$ cat src/hdl/ccie_pkg.sv
// Package: register map, field layout, reset values and types of the command/irq-enable block
package ccie_pkg;
  localparam int ADDR_W = 12;
  // Register indices; byte address is four times the index
  localparam logic [9:0] IDX_COMMAND = 10'h0D1;
  localparam logic [9:0] IDX_COMM_EN = 10'h0D2;
  localparam logic [9:0] IDX_MISC_EN = 10'h0D3;
  localparam logic [9:0] IDX_COMM_FLAG = 10'h0D4;
  localparam logic [9:0] IDX_MISC_FLAG = 10'h0D5;
  // Command register fields
  localparam int CMD_RCV_OFF_BIT = 5;
  localparam int CMD_SLEEP_BIT = 4;
  localparam int CMD_CODE_LSB = 0;
  localparam logic [3:0] CMD_IDLE = 4'h0;
  localparam logic [3:0] CMD_SOFT_RESTART = 4'hF;
  localparam logic [15:0] CMD_VALID_MASK = 16'hB18F;
  // Flag write polarity bit in both flag registers
  localparam int FLAG_POL_BIT = 7;
  // Common flag/enable bit positions
  localparam int COMM_TX = 6;
  localparam int COMM_RX = 5;
  localparam int COMM_IDLE = 4;
  localparam int COMM_HI = 3;
  localparam int COMM_LO = 2;
  localparam int COMM_ERR = 1;
  localparam int COMM_TIMER = 0;
  // Misc flag/enable bit positions
  localparam int MISC_SIG = 4;
  localparam int MISC_MODE = 3;
  localparam int MISC_CRC = 2;
  localparam int MISC_FON = 1;
  localparam int MISC_FOFF = 0;
  // Routing of common flags onto the two lines; misc flags all go to line zero
  localparam logic [6:0] COMM_LINE1_MASK = 7'h6C;
  localparam logic [6:0] COMM_LINE0_MASK = 7'h13;
  localparam logic [4:0] MISC_LINE0_MASK = 5'h1F;
  // Reset values
  localparam logic [3:0] RST_CMD = 4'h0;
  localparam logic RST_RCV_OFF = 1'b1;
  localparam logic [6:0] RST_COMM_EN = 7'h00;
  localparam logic [4:0] RST_MISC_EN = 5'h00;
  localparam logic [6:0] RST_COMM_FLAG = 7'h14;
  localparam logic [4:0] RST_MISC_FLAG = 5'h00;
  // Wake-up phase after leaving low power
  localparam int CLK_PERIOD_PS = 5000;
  localparam int WAKE_TIME_NS = 1000;
  localparam int WAKE_CYCLES = (WAKE_TIME_NS * 1000 + CLK_PERIOD_PS - 1) / CLK_PERIOD_PS;
  localparam int WAKE_CNT_W = 16;
  localparam logic [1:0] RESP_OKAY = 2'h0;
  localparam logic [1:0] RESP_SLVERR = 2'h2;

  typedef enum logic [1:0] {
    PWR_AWAKE = 2'h0,
    PWR_SLEEP = 2'h1,
    PWR_WAKING = 2'h3
  } ccie_pwr_t;

  typedef struct packed {
    logic tx_done;
    logic rx_end;
    logic high_alert;
    logic low_alert;
    logic error;
    logic timer_expiry;
    logic mode_detected;
    logic checksum_done;
    logic field_appeared;
    logic field_lost;
    logic command_done;
  } ccie_event_t;

  typedef struct packed {
    logic [3:0] cmd;
    logic rcv_off;
    ccie_pwr_t pwr;
    logic [WAKE_CNT_W-1:0] wake_cnt;
    logic start;
    logic [6:0] en_comm;
    logic [4:0] en_misc;
    logic [6:0] fl_comm;
    logic [4:0] fl_misc;
    logic irq0;
    logic irq1;
    logic sig_s1;
    logic sig_s2;
    logic sig_d;
    logic aw_ok;
    logic w_ok;
    logic [ADDR_W-1:0] awaddr;
    logic [7:0] wdata;
    logic wstrb0;
    logic bvalid;
    logic [1:0] bresp;
    logic rvalid;
    logic [7:0] rdata;
    logic [1:0] rresp;
  } ccie_state_t;
endpackage : ccie_pkg

$ cat src/hdl/ccie_top.sv
// Command register, interrupt enables, request flags and AXI4-Lite slave
// What this block does
// Receiver-off bit 5 of command register powers down the receiver analog part.
// Writing sleep bit 4 as one enters low power; field detector stays on.
// Clearing sleep starts wake-up; bit reads one until the unit is ready.
// Setting sleep is ignored while the soft restart command is active.
// Writing the four-bit command field launches the command with that code.
// Reading the command field returns the command currently executing.
// Common enable bit 6 routes transmit-done flag onto line one.
// Common enable bit 5 routes receive-end flag onto line one.
// Common enable bit 4 routes idle flag onto line zero.
// Common enable bit 3 routes high-alert flag onto line one.
// Common enable bit 2 routes low-alert flag onto line one.
// Common enable bit 1 routes error flag onto line zero.
// Common enable bit 0 routes timer-expiry flag onto line zero.
// Misc enable bit 4 routes secure-signal-activity flag onto line zero.
// Misc enable bit 3 routes mode-detected flag onto line zero.
// Misc enable bit 2 routes checksum-done flag onto line zero.
// Misc enable bit 1 routes field-appeared flag onto line zero.
// Misc enable bit 0 routes field-lost flag onto line zero.
// Command field is also updated internally, returning to idle when execution ends.
// An unknown command code reverts to idle and sets the idle flag.
// Flag writes: selected bits take the value of write bit 7, others keep.
// Each line is high while any enabled flag routed to it is set.
// Reserved bits read zero and ignore writes.
//
// The AXI4-Lite slave port is this design's own decision.
`timescale 1ns/1ps
module ccie_top #(
  parameter int WAKE_CYCLES = ccie_pkg::WAKE_CYCLES,
  parameter logic [15:0] VALID_CMDS = ccie_pkg::CMD_VALID_MASK
) (
  input wire logic CLOCK_I,
  input wire logic RESETN_I,
  input wire logic [ccie_pkg::ADDR_W-1:0] S_AXI_AWADDR_I,
  input wire logic S_AXI_AWVALID_I,
  output logic S_AXI_AWREADY_O,
  input wire logic [31:0] S_AXI_WDATA_I,
  input wire logic [3:0] S_AXI_WSTRB_I,
  input wire logic S_AXI_WVALID_I,
  output logic S_AXI_WREADY_O,
  output logic [1:0] S_AXI_BRESP_O,
  output logic S_AXI_BVALID_O,
  input wire logic S_AXI_BREADY_I,
  input wire logic [ccie_pkg::ADDR_W-1:0] S_AXI_ARADDR_I,
  input wire logic S_AXI_ARVALID_I,
  output logic S_AXI_ARREADY_O,
  output logic [31:0] S_AXI_RDATA_O,
  output logic [1:0] S_AXI_RRESP_O,
  output logic S_AXI_RVALID_O,
  input wire logic S_AXI_RREADY_I,
  input wire ccie_pkg::ccie_event_t EVENTS_I,
  input wire logic SECURE_SIGNAL_INPUT_I,
  output logic [3:0] COMMAND_CODE_O,
  output logic COMMAND_START_O,
  output logic RECEIVER_ANALOG_OFF_O,
  output logic ANALOG_SLEEP_O,
  output logic IRQ_LINE_ZERO_O,
  output logic IRQ_LINE_ONE_O
);
  logic [1:0] rst_sync;
  logic rst_n;
  ccie_pkg::ccie_state_t s;
  ccie_pkg::ccie_state_t next_s;
  logic aw_rdy;
  logic w_rdy;
  logic ar_rdy;
  logic [9:0] w_idx;
  logic [9:0] r_idx;
  logic w_hit;
  logic r_hit;
  logic idle_set;
  logic soft_active;
  logic sig_edge;
  logic [6:0] comm_ev;
  logic [4:0] misc_ev;
  logic [7:0] rd_val;
  logic [6:0] comm_wr;
  logic [4:0] misc_wr;

  // Counter load for the wake-up phase; the sleep bit keeps reading one until it runs out
  localparam logic [ccie_pkg::WAKE_CNT_W-1:0] WAKE_CNT_LOAD =
    ccie_pkg::WAKE_CNT_W'(WAKE_CYCLES - 1);

  // Reset release passes two flops so every flop leaves reset on the same edge
  always_ff @(posedge CLOCK_I or negedge RESETN_I) begin
    if (!RESETN_I) begin
      rst_sync <= 2'h0;
    end else begin
      rst_sync <= {rst_sync[0], 1'b1};
    end
  end
  assign rst_n = rst_sync[1];

  // A write is held until both address and data are in; no new beat meanwhile
  assign aw_rdy = !s.aw_ok && !s.bvalid;
  assign w_rdy = !s.w_ok && !s.bvalid;
  assign ar_rdy = !s.rvalid;
  assign w_idx = s.awaddr[ccie_pkg::ADDR_W-1:2];
  assign r_idx = S_AXI_ARADDR_I[ccie_pkg::ADDR_W-1:2];
  assign w_hit = (w_idx >= ccie_pkg::IDX_COMMAND) && (w_idx <= ccie_pkg::IDX_MISC_FLAG);
  assign r_hit = (r_idx >= ccie_pkg::IDX_COMMAND) && (r_idx <= ccie_pkg::IDX_MISC_FLAG);
  assign sig_edge = s.sig_s2 ^ s.sig_d;

  // Event inputs come from logic on this clock; only the pin is synchronised
  assign comm_ev = {EVENTS_I.tx_done, EVENTS_I.rx_end, idle_set, EVENTS_I.high_alert,
                    EVENTS_I.low_alert, EVENTS_I.error, EVENTS_I.timer_expiry};
  assign misc_ev = {sig_edge, EVENTS_I.mode_detected, EVENTS_I.checksum_done,
                    EVENTS_I.field_appeared, EVENTS_I.field_lost};

  // Polarity bit selects set or clear for every bit written as one
  always_comb begin
    comm_wr = s.fl_comm;
    misc_wr = s.fl_misc;
    if (s.aw_ok && s.w_ok && s.wstrb0) begin
      if (w_idx == ccie_pkg::IDX_COMM_FLAG) begin
        for (int i = 0; i < 7; i++) begin
          if (s.wdata[i]) begin
            comm_wr[i] = s.wdata[ccie_pkg::FLAG_POL_BIT];
          end
        end
      end
      if (w_idx == ccie_pkg::IDX_MISC_FLAG) begin
        for (int i = 0; i < 5; i++) begin
          if (s.wdata[i]) begin
            misc_wr[i] = s.wdata[ccie_pkg::FLAG_POL_BIT];
          end
        end
      end
    end
  end

  always_comb begin
    rd_val = 8'h00;
    unique case (r_idx)
      ccie_pkg::IDX_COMMAND: begin
        rd_val[ccie_pkg::CMD_RCV_OFF_BIT] = s.rcv_off;
        rd_val[ccie_pkg::CMD_SLEEP_BIT] = (s.pwr != ccie_pkg::PWR_AWAKE);
        rd_val[3:0] = s.cmd;
      end
      ccie_pkg::IDX_COMM_EN: rd_val = {1'b0, s.en_comm};
      ccie_pkg::IDX_MISC_EN: rd_val = {3'h0, s.en_misc};
      ccie_pkg::IDX_COMM_FLAG: rd_val = {1'b0, s.fl_comm};
      ccie_pkg::IDX_MISC_FLAG: rd_val = {3'h0, s.fl_misc};
      default: rd_val = 8'h00;
    endcase
  end

  always_comb begin
    next_s = s;
    idle_set = 1'b0;
    soft_active = (s.cmd == ccie_pkg::CMD_SOFT_RESTART);
    next_s.start = 1'b0;
    next_s.sig_s1 = SECURE_SIGNAL_INPUT_I;
    next_s.sig_s2 = s.sig_s1;
    next_s.sig_d = s.sig_s2;
    if (S_AXI_AWVALID_I && aw_rdy) begin
      next_s.aw_ok = 1'b1;
      next_s.awaddr = S_AXI_AWADDR_I;
    end
    if (S_AXI_WVALID_I && w_rdy) begin
      next_s.w_ok = 1'b1;
      next_s.wdata = S_AXI_WDATA_I[7:0];
      next_s.wstrb0 = S_AXI_WSTRB_I[0];
    end
    if (S_AXI_BREADY_I && s.bvalid) begin
      next_s.bvalid = 1'b0;
    end
    // Executor reports the end of a running command
    if (EVENTS_I.command_done && (s.cmd != ccie_pkg::CMD_IDLE)) begin
      next_s.cmd = ccie_pkg::CMD_IDLE;
      idle_set = 1'b1;
    end
    if (s.pwr == ccie_pkg::PWR_WAKING) begin
      if (s.wake_cnt == '0) begin
        next_s.pwr = ccie_pkg::PWR_AWAKE;
      end else begin
        next_s.wake_cnt = s.wake_cnt - 1'b1;
      end
    end
    if (s.aw_ok && s.w_ok) begin
      next_s.aw_ok = 1'b0;
      next_s.w_ok = 1'b0;
      next_s.bvalid = 1'b1;
      next_s.bresp = w_hit ? ccie_pkg::RESP_OKAY : ccie_pkg::RESP_SLVERR;
      if (s.wstrb0) begin
        unique case (w_idx)
          ccie_pkg::IDX_COMMAND: begin
            next_s.rcv_off = s.wdata[ccie_pkg::CMD_RCV_OFF_BIT];
            // A software write overrides a completion seen in the same cycle
            if (VALID_CMDS[s.wdata[3:0]]) begin
              next_s.cmd = s.wdata[3:0];
              next_s.start = (s.wdata[3:0] != ccie_pkg::CMD_IDLE);
              idle_set = 1'b0;
            end else begin
              next_s.cmd = ccie_pkg::CMD_IDLE;
              idle_set = 1'b1;
            end
            soft_active = soft_active || (s.wdata[3:0] == ccie_pkg::CMD_SOFT_RESTART);
            if (s.wdata[ccie_pkg::CMD_SLEEP_BIT]) begin
              if (!soft_active) begin
                next_s.pwr = ccie_pkg::PWR_SLEEP;
              end
            end else if (s.pwr == ccie_pkg::PWR_SLEEP) begin
              next_s.pwr = ccie_pkg::PWR_WAKING;
              next_s.wake_cnt = WAKE_CNT_LOAD;
            end
          end
          ccie_pkg::IDX_COMM_EN: next_s.en_comm = s.wdata[6:0];
          ccie_pkg::IDX_MISC_EN: next_s.en_misc = s.wdata[4:0];
          default: begin
          end
        endcase
      end
    end
    if (S_AXI_ARVALID_I && ar_rdy) begin
      next_s.rvalid = 1'b1;
      next_s.rdata = rd_val;
      next_s.rresp = r_hit ? ccie_pkg::RESP_OKAY : ccie_pkg::RESP_SLVERR;
    end else if (S_AXI_RREADY_I && s.rvalid) begin
      next_s.rvalid = 1'b0;
    end
    // Hardware set wins over a software clear in the same cycle
    next_s.fl_comm = comm_wr | comm_ev;
    next_s.fl_misc = misc_wr | misc_ev;
    // line one; line zero
    next_s.irq1 = |(next_s.fl_comm & next_s.en_comm & ccie_pkg::COMM_LINE1_MASK);
    // misc flags all on line zero
    next_s.irq0 = (|(next_s.fl_comm & next_s.en_comm & ccie_pkg::COMM_LINE0_MASK)) ||
                  (|(next_s.fl_misc & next_s.en_misc & ccie_pkg::MISC_LINE0_MASK));
  end

  always_ff @(posedge CLOCK_I or negedge rst_n) begin
    if (!rst_n) begin
      s <= '0;
      s.cmd <= ccie_pkg::RST_CMD;
      s.rcv_off <= ccie_pkg::RST_RCV_OFF;
      s.pwr <= ccie_pkg::PWR_AWAKE;
      s.en_comm <= ccie_pkg::RST_COMM_EN;
      s.en_misc <= ccie_pkg::RST_MISC_EN;
      s.fl_comm <= ccie_pkg::RST_COMM_FLAG;
      s.fl_misc <= ccie_pkg::RST_MISC_FLAG;
    end else begin
      s <= next_s;
    end
  end

  assign S_AXI_AWREADY_O = aw_rdy;
  assign S_AXI_WREADY_O = w_rdy;
  assign S_AXI_BVALID_O = s.bvalid;
  assign S_AXI_BRESP_O = s.bresp;
  assign S_AXI_ARREADY_O = ar_rdy;
  assign S_AXI_RVALID_O = s.rvalid;
  assign S_AXI_RDATA_O = {24'h000000, s.rdata};
  assign S_AXI_RRESP_O = s.rresp;
  assign COMMAND_CODE_O = s.cmd;
  assign COMMAND_START_O = s.start;
  assign RECEIVER_ANALOG_OFF_O = s.rcv_off;
  // Only the sleep state switches analog off; the field detector is not gated here
  assign ANALOG_SLEEP_O = (s.pwr == ccie_pkg::PWR_SLEEP);
  assign IRQ_LINE_ZERO_O = s.irq0;
  assign IRQ_LINE_ONE_O = s.irq1;
endmodule : ccie_top

$ cat config.mk
export PLATFORM = sky130hd
export DESIGN_NAME = ccie_top
export DESIGN_NICKNAME = d
export VERILOG_FILES = /design/src/hdl/ccie_pkg.sv /design/src/hdl/ccie_top.sv
export SDC_FILE = /design/constraint.sdc
export NUM_CORES = 1
export LEC_CHECK = 0
export ABC_AREA = 0
export BUFFER_PORTS_ARGS = -buffer_cell sky130_fd_sc_hd__buf_2
export CAP_MARGIN = 40
export CORE_MARGIN = 2
export CORE_UTILIZATION = 25
export DETAILED_ROUTE_END_ITERATION = 12
export PLACE_DENSITY = 0.48
export SYNTH_ARGS = -nofsm -noshare
export SYNTH_HDL_FRONTEND = slang
export SYNTH_SLANG_ARGS = --single-unit
$ cat constraint.sdc
create_clock -name CLOCK_I -period 3.4 [get_ports CLOCK_I]
set_clock_uncertainty 0.15 [all_clocks]
set_input_delay 0.34 -clock CLOCK_I [delete_from_list [all_inputs] [get_ports CLOCK_I]]
set_output_delay 0.34 -clock CLOCK_I [all_outputs]
set_load 0.02 [all_outputs]
==> impl_metrics.csv <==
group,metric,value,unit
clock_network,htree_levels,3,
clock_network,cts_sinks,87,
worst_setup_path,start_kind,"register",
clock_network,clk_latency,0.34,ns
power,p_switching,1.00,mW
routing,postRouteWirelength,10800,µm
cells_and_area,syn_to_final_growth,16.3,%
timing,period_share,87.1,%
grt,grt_remaining_overflow,0,
worst_setup_path,crit_buf_inv,0,
routing,firstDrtPassIters,4,
logic_synthesis,syn_area,4540,µm²
power,powerDensity,600,nW/µm²
worst_setup_path,cpPeakStageDelay,0.62,ns
floorplanning,fp.dieW,139,µm
power,power,3.17,mW
placement,io_buffers,70,
floorplanning,num_io_pins,129,
power,pwr-share-seq,46.0,%
timing,setup_viol_count_final,0,
timing,finalSetupTns,0,ns
worst_hold_path,hp-class,"in2reg",
worst_setup_path,crit_type,"reg2reg",
timing,hold_viol_final,0,
routing,routedWlPerCell,15.1,µm
cells_and_area,final_cells,714,
job,cap_violations,0,
placement,dp_cells,695,
routing,vias,3259,
routing,drtIter0Drc,130,
worst_setup_path,critical_path.top_delay_family,"simple AND/OR/NAND/NOR gates",
clock_network,cts_tree,"done",
floorplanning,die_h,139,µm
logic_synthesis,synth_edf_count,0,
logic_synthesis,yosysUniqueCellTypes,62,
worst_setup_path,endpoint_kind,"register",
logic_synthesis,avgSynthCellArea,10.6,µm²
logic_synthesis,synth_top_flop_cell,"dfrtp_1",
floorplanning,fp-row-count,49,
placement,dpl.hpwl,8120,µm
cells_and_area,seqCellArea,2180,µm²
power,irDropWorstVdd,361,µV
logic_synthesis,ys_warn_count,0,
cells_and_area,drive_above_1_share,29.8,%
timing,fmaxAchievable,338,MHz
worst_setup_path,worstPathArrival,2.99,ns
cells_and_area,final_util,29.5,%
placement,place_congestion,0.811,
power,combPwrFrac,20.0,%
floorplanning,die_area,19300,µm²
clock_network,clock-root-buffer,"clkbuf_16",
cells_and_area,fillers,1882,
floorplanning,start_util,25.4,%
grt,antenna_found_initial,2,
logic_synthesis,synth_seq_cells,87,
grt,grt_max_degree,40,
grt,first_global_vias,3304,
run_status,status,"completed",
clock_network,cts_setup_buffers,0,
floorplanning,core,17900,µm²
power,switching_share,31.6,%
routing,ant_nets,0,
clock_network,clockBufferDepth,2,
power,p_int,2.17,mW
power,p_leak,2.36,nW
routing,drc,0,
clock_network,path_clk_slew,0.06,ns
timing,worst_slew_pin_slew,0.915,ns
cells_and_area,multi_input_area,2010,µm²
worst_setup_path,worstPathRequired,3.43,ns
routing,routed_via_density,4.56,
cells_and_area,nets,560,
worst_setup_path,cp_max_fo,7,
worst_setup_path,worstPathCellList,"nor4b_1, nand4_1, mux2_2, a2111oi_0, nand4b_1",
grt,grt_pass1_wl,17600,µm
timing,finalMaxSlewViolations,0,
timing,rsz0062_at_grt,"no",
timing,post-route-min-period,2.96,ns
timing,slew_headroom,38.1,%
clock_network,ctsResizeCount,0,
logic_synthesis,ys_seq_area_share,48.0,%
worst_setup_path,crit_slowest_cell,"a2111oi_0",
clock_network,cts_buffers,9,
logic_synthesis,synthCells,427,
timing,hold_slack,0.0281,ns
power,power_frac_clock,33.9,%
logic_synthesis,async_flop_share,100,%
grt,gr-usage-all-layers,11.6,%
[sequential cells by signal, indices dropped and copies added, names as in the netlist]
register	count
COMMAND_START_O	1
S_AXI_RRESP_O	1
COMMAND_CODE_O	4
S_AXI_BVALID_O	1
rst_sync	2
RECEIVER_ANALOG_OFF_O	1
S_AXI_BRESP_O	1
s	64
next_s	2
S_AXI_RVALID_O	1
S_AXI_RDATA_O	7
IRQ_LINE_ONE_O	1
IRQ_LINE_ZERO_O	1
[layout by cell type, fill, tap and decap left out, types with 7 or more instances in the layout]
master	instances
dfrtp_1	83
buf_2	70
mux2_2	34
conb_1	28
nor2_1	27
nand2_1	27
o21ai_0	21
inv_1	14
nand3_1	11
nor3_1	10
clkbuf_16	9
a311oi_1	8
xnor2_1	8
a22oi_1	8
a31oi_1	7
[final cells by class]
| type | count | share of cell area (%) |
|---|---|---|
| Sequential cell | 87 | 41.3 |
| Multi-Input combinational cell | 289 | 38.1 |
| Timing Repair Buffer | 78 | 7.86 |
| Clock buffer | 14 | 5.56 |
| Tap cell | 229 | 5.42 |
| Inverter | 14 | 0.995 |
| Clock inverter | 2 | 0.663 |
| Antenna cell | 1 | 0.0474 |
[through the flow]
| step | instance area [µm²] | setup WS (ns) |
|---|---|---|
| after floorplan | 4640 | 0.653 |
| after global placement | 4930 | 0.532 |
| after detailed placement | 4930 | 0.520 |
| after CTS | 5280 | 0.467 |
| after global routing | 5280 | 0.220 |
| final | 5280 | 0.439 |
[timing repair]
item | CTS | global route
hold endpoints to repair | 3 | 0
hold buffers | 2 | 0
setup endpoints to repair | 0 | 0
[worst paths after layout]
check,start,to,slack [ns],depth (start not counted)
worst min register to register,rst_sync[1]$_DFF_PN0_,s[80]$_DFF_PN0_,0.15,0
min in group asynchronous,RESETN_I,rst_sync[1]$_DFF_PN0_,0.15,2
worst max-delay path,s[34]$_DFFE_PN0P_,IRQ_LINE_ZERO_O$_DFF_PN0_,0.44,5
worst min-delay path,S_AXI_RREADY_I,S_AXI_RVALID_O$_DFFE_PN0P_,0.03,2
max in group asynchronous,rst_sync[1]$_DFF_PN0_,s[49]$_DFF_PN1_,2.17,1
worst max register to register,s[34]$_DFFE_PN0P_,IRQ_LINE_ZERO_O$_DFF_PN0_,0.44,5
[kinds of logic (layout without fill, tap and decap cells)]
logic type / count (synthesis) / after routing / share of synthesized area [%]
simple gates: 124 / 124 / 16.0
xor+xnor: 11 / 11 / 2.12
flops: 87 / 87 / 48.0
compound gates: 84 / 84 / 13.6
other cells: 2 / 29 / 0.165
buf+inv: 77 / 108 / 9.81
fa+ha+maj: 2 / 2 / 0.551
mux: 40 / 40 / 9.75
[cells in the mapped netlist, types with 7 or more instances]
cell      number  area share, %
a22oi_1        8            1.3
a311oi_1       8            1.5
a31oi_1        7           0.96
buf_4         41            6.8
clkbuf_1      20            1.7
dfrtp_1       84             46
inv_1         14            1.2
mux2_2        34            8.4
nand2_1       27            2.2
nand3_1       11            1.2
nor2_1        27            2.2
nor3_1        10            1.1
o21ai_0       21            2.3
xnor2_1        8            1.5
[power by group through the flow]
stage	clock (mW)	sequential [mW]	combinational, mW
after CTS	1.10	1.47	0.645
after global placement	0	1.48	0.629
after detailed placement	0	1.48	0.641
after floorplan	0	1.36	0.563
final	1.08	1.46	0.636
after global routing	1.16	1.50	0.707
[layer usage]
metal | vias to the layer above | routed length, µm | GRT usage, %
li1 | 1584 | - | -
met1 | 1578 | 5240 | 16.2
met2 | 79 | 4780 | 17.3
met3 | 16 | 530 | 2.83
met4 | 2 | 193 | 4.47
met5 | - | 7 | 0
No activity file was read; power rests on OpenSTA's default activity.
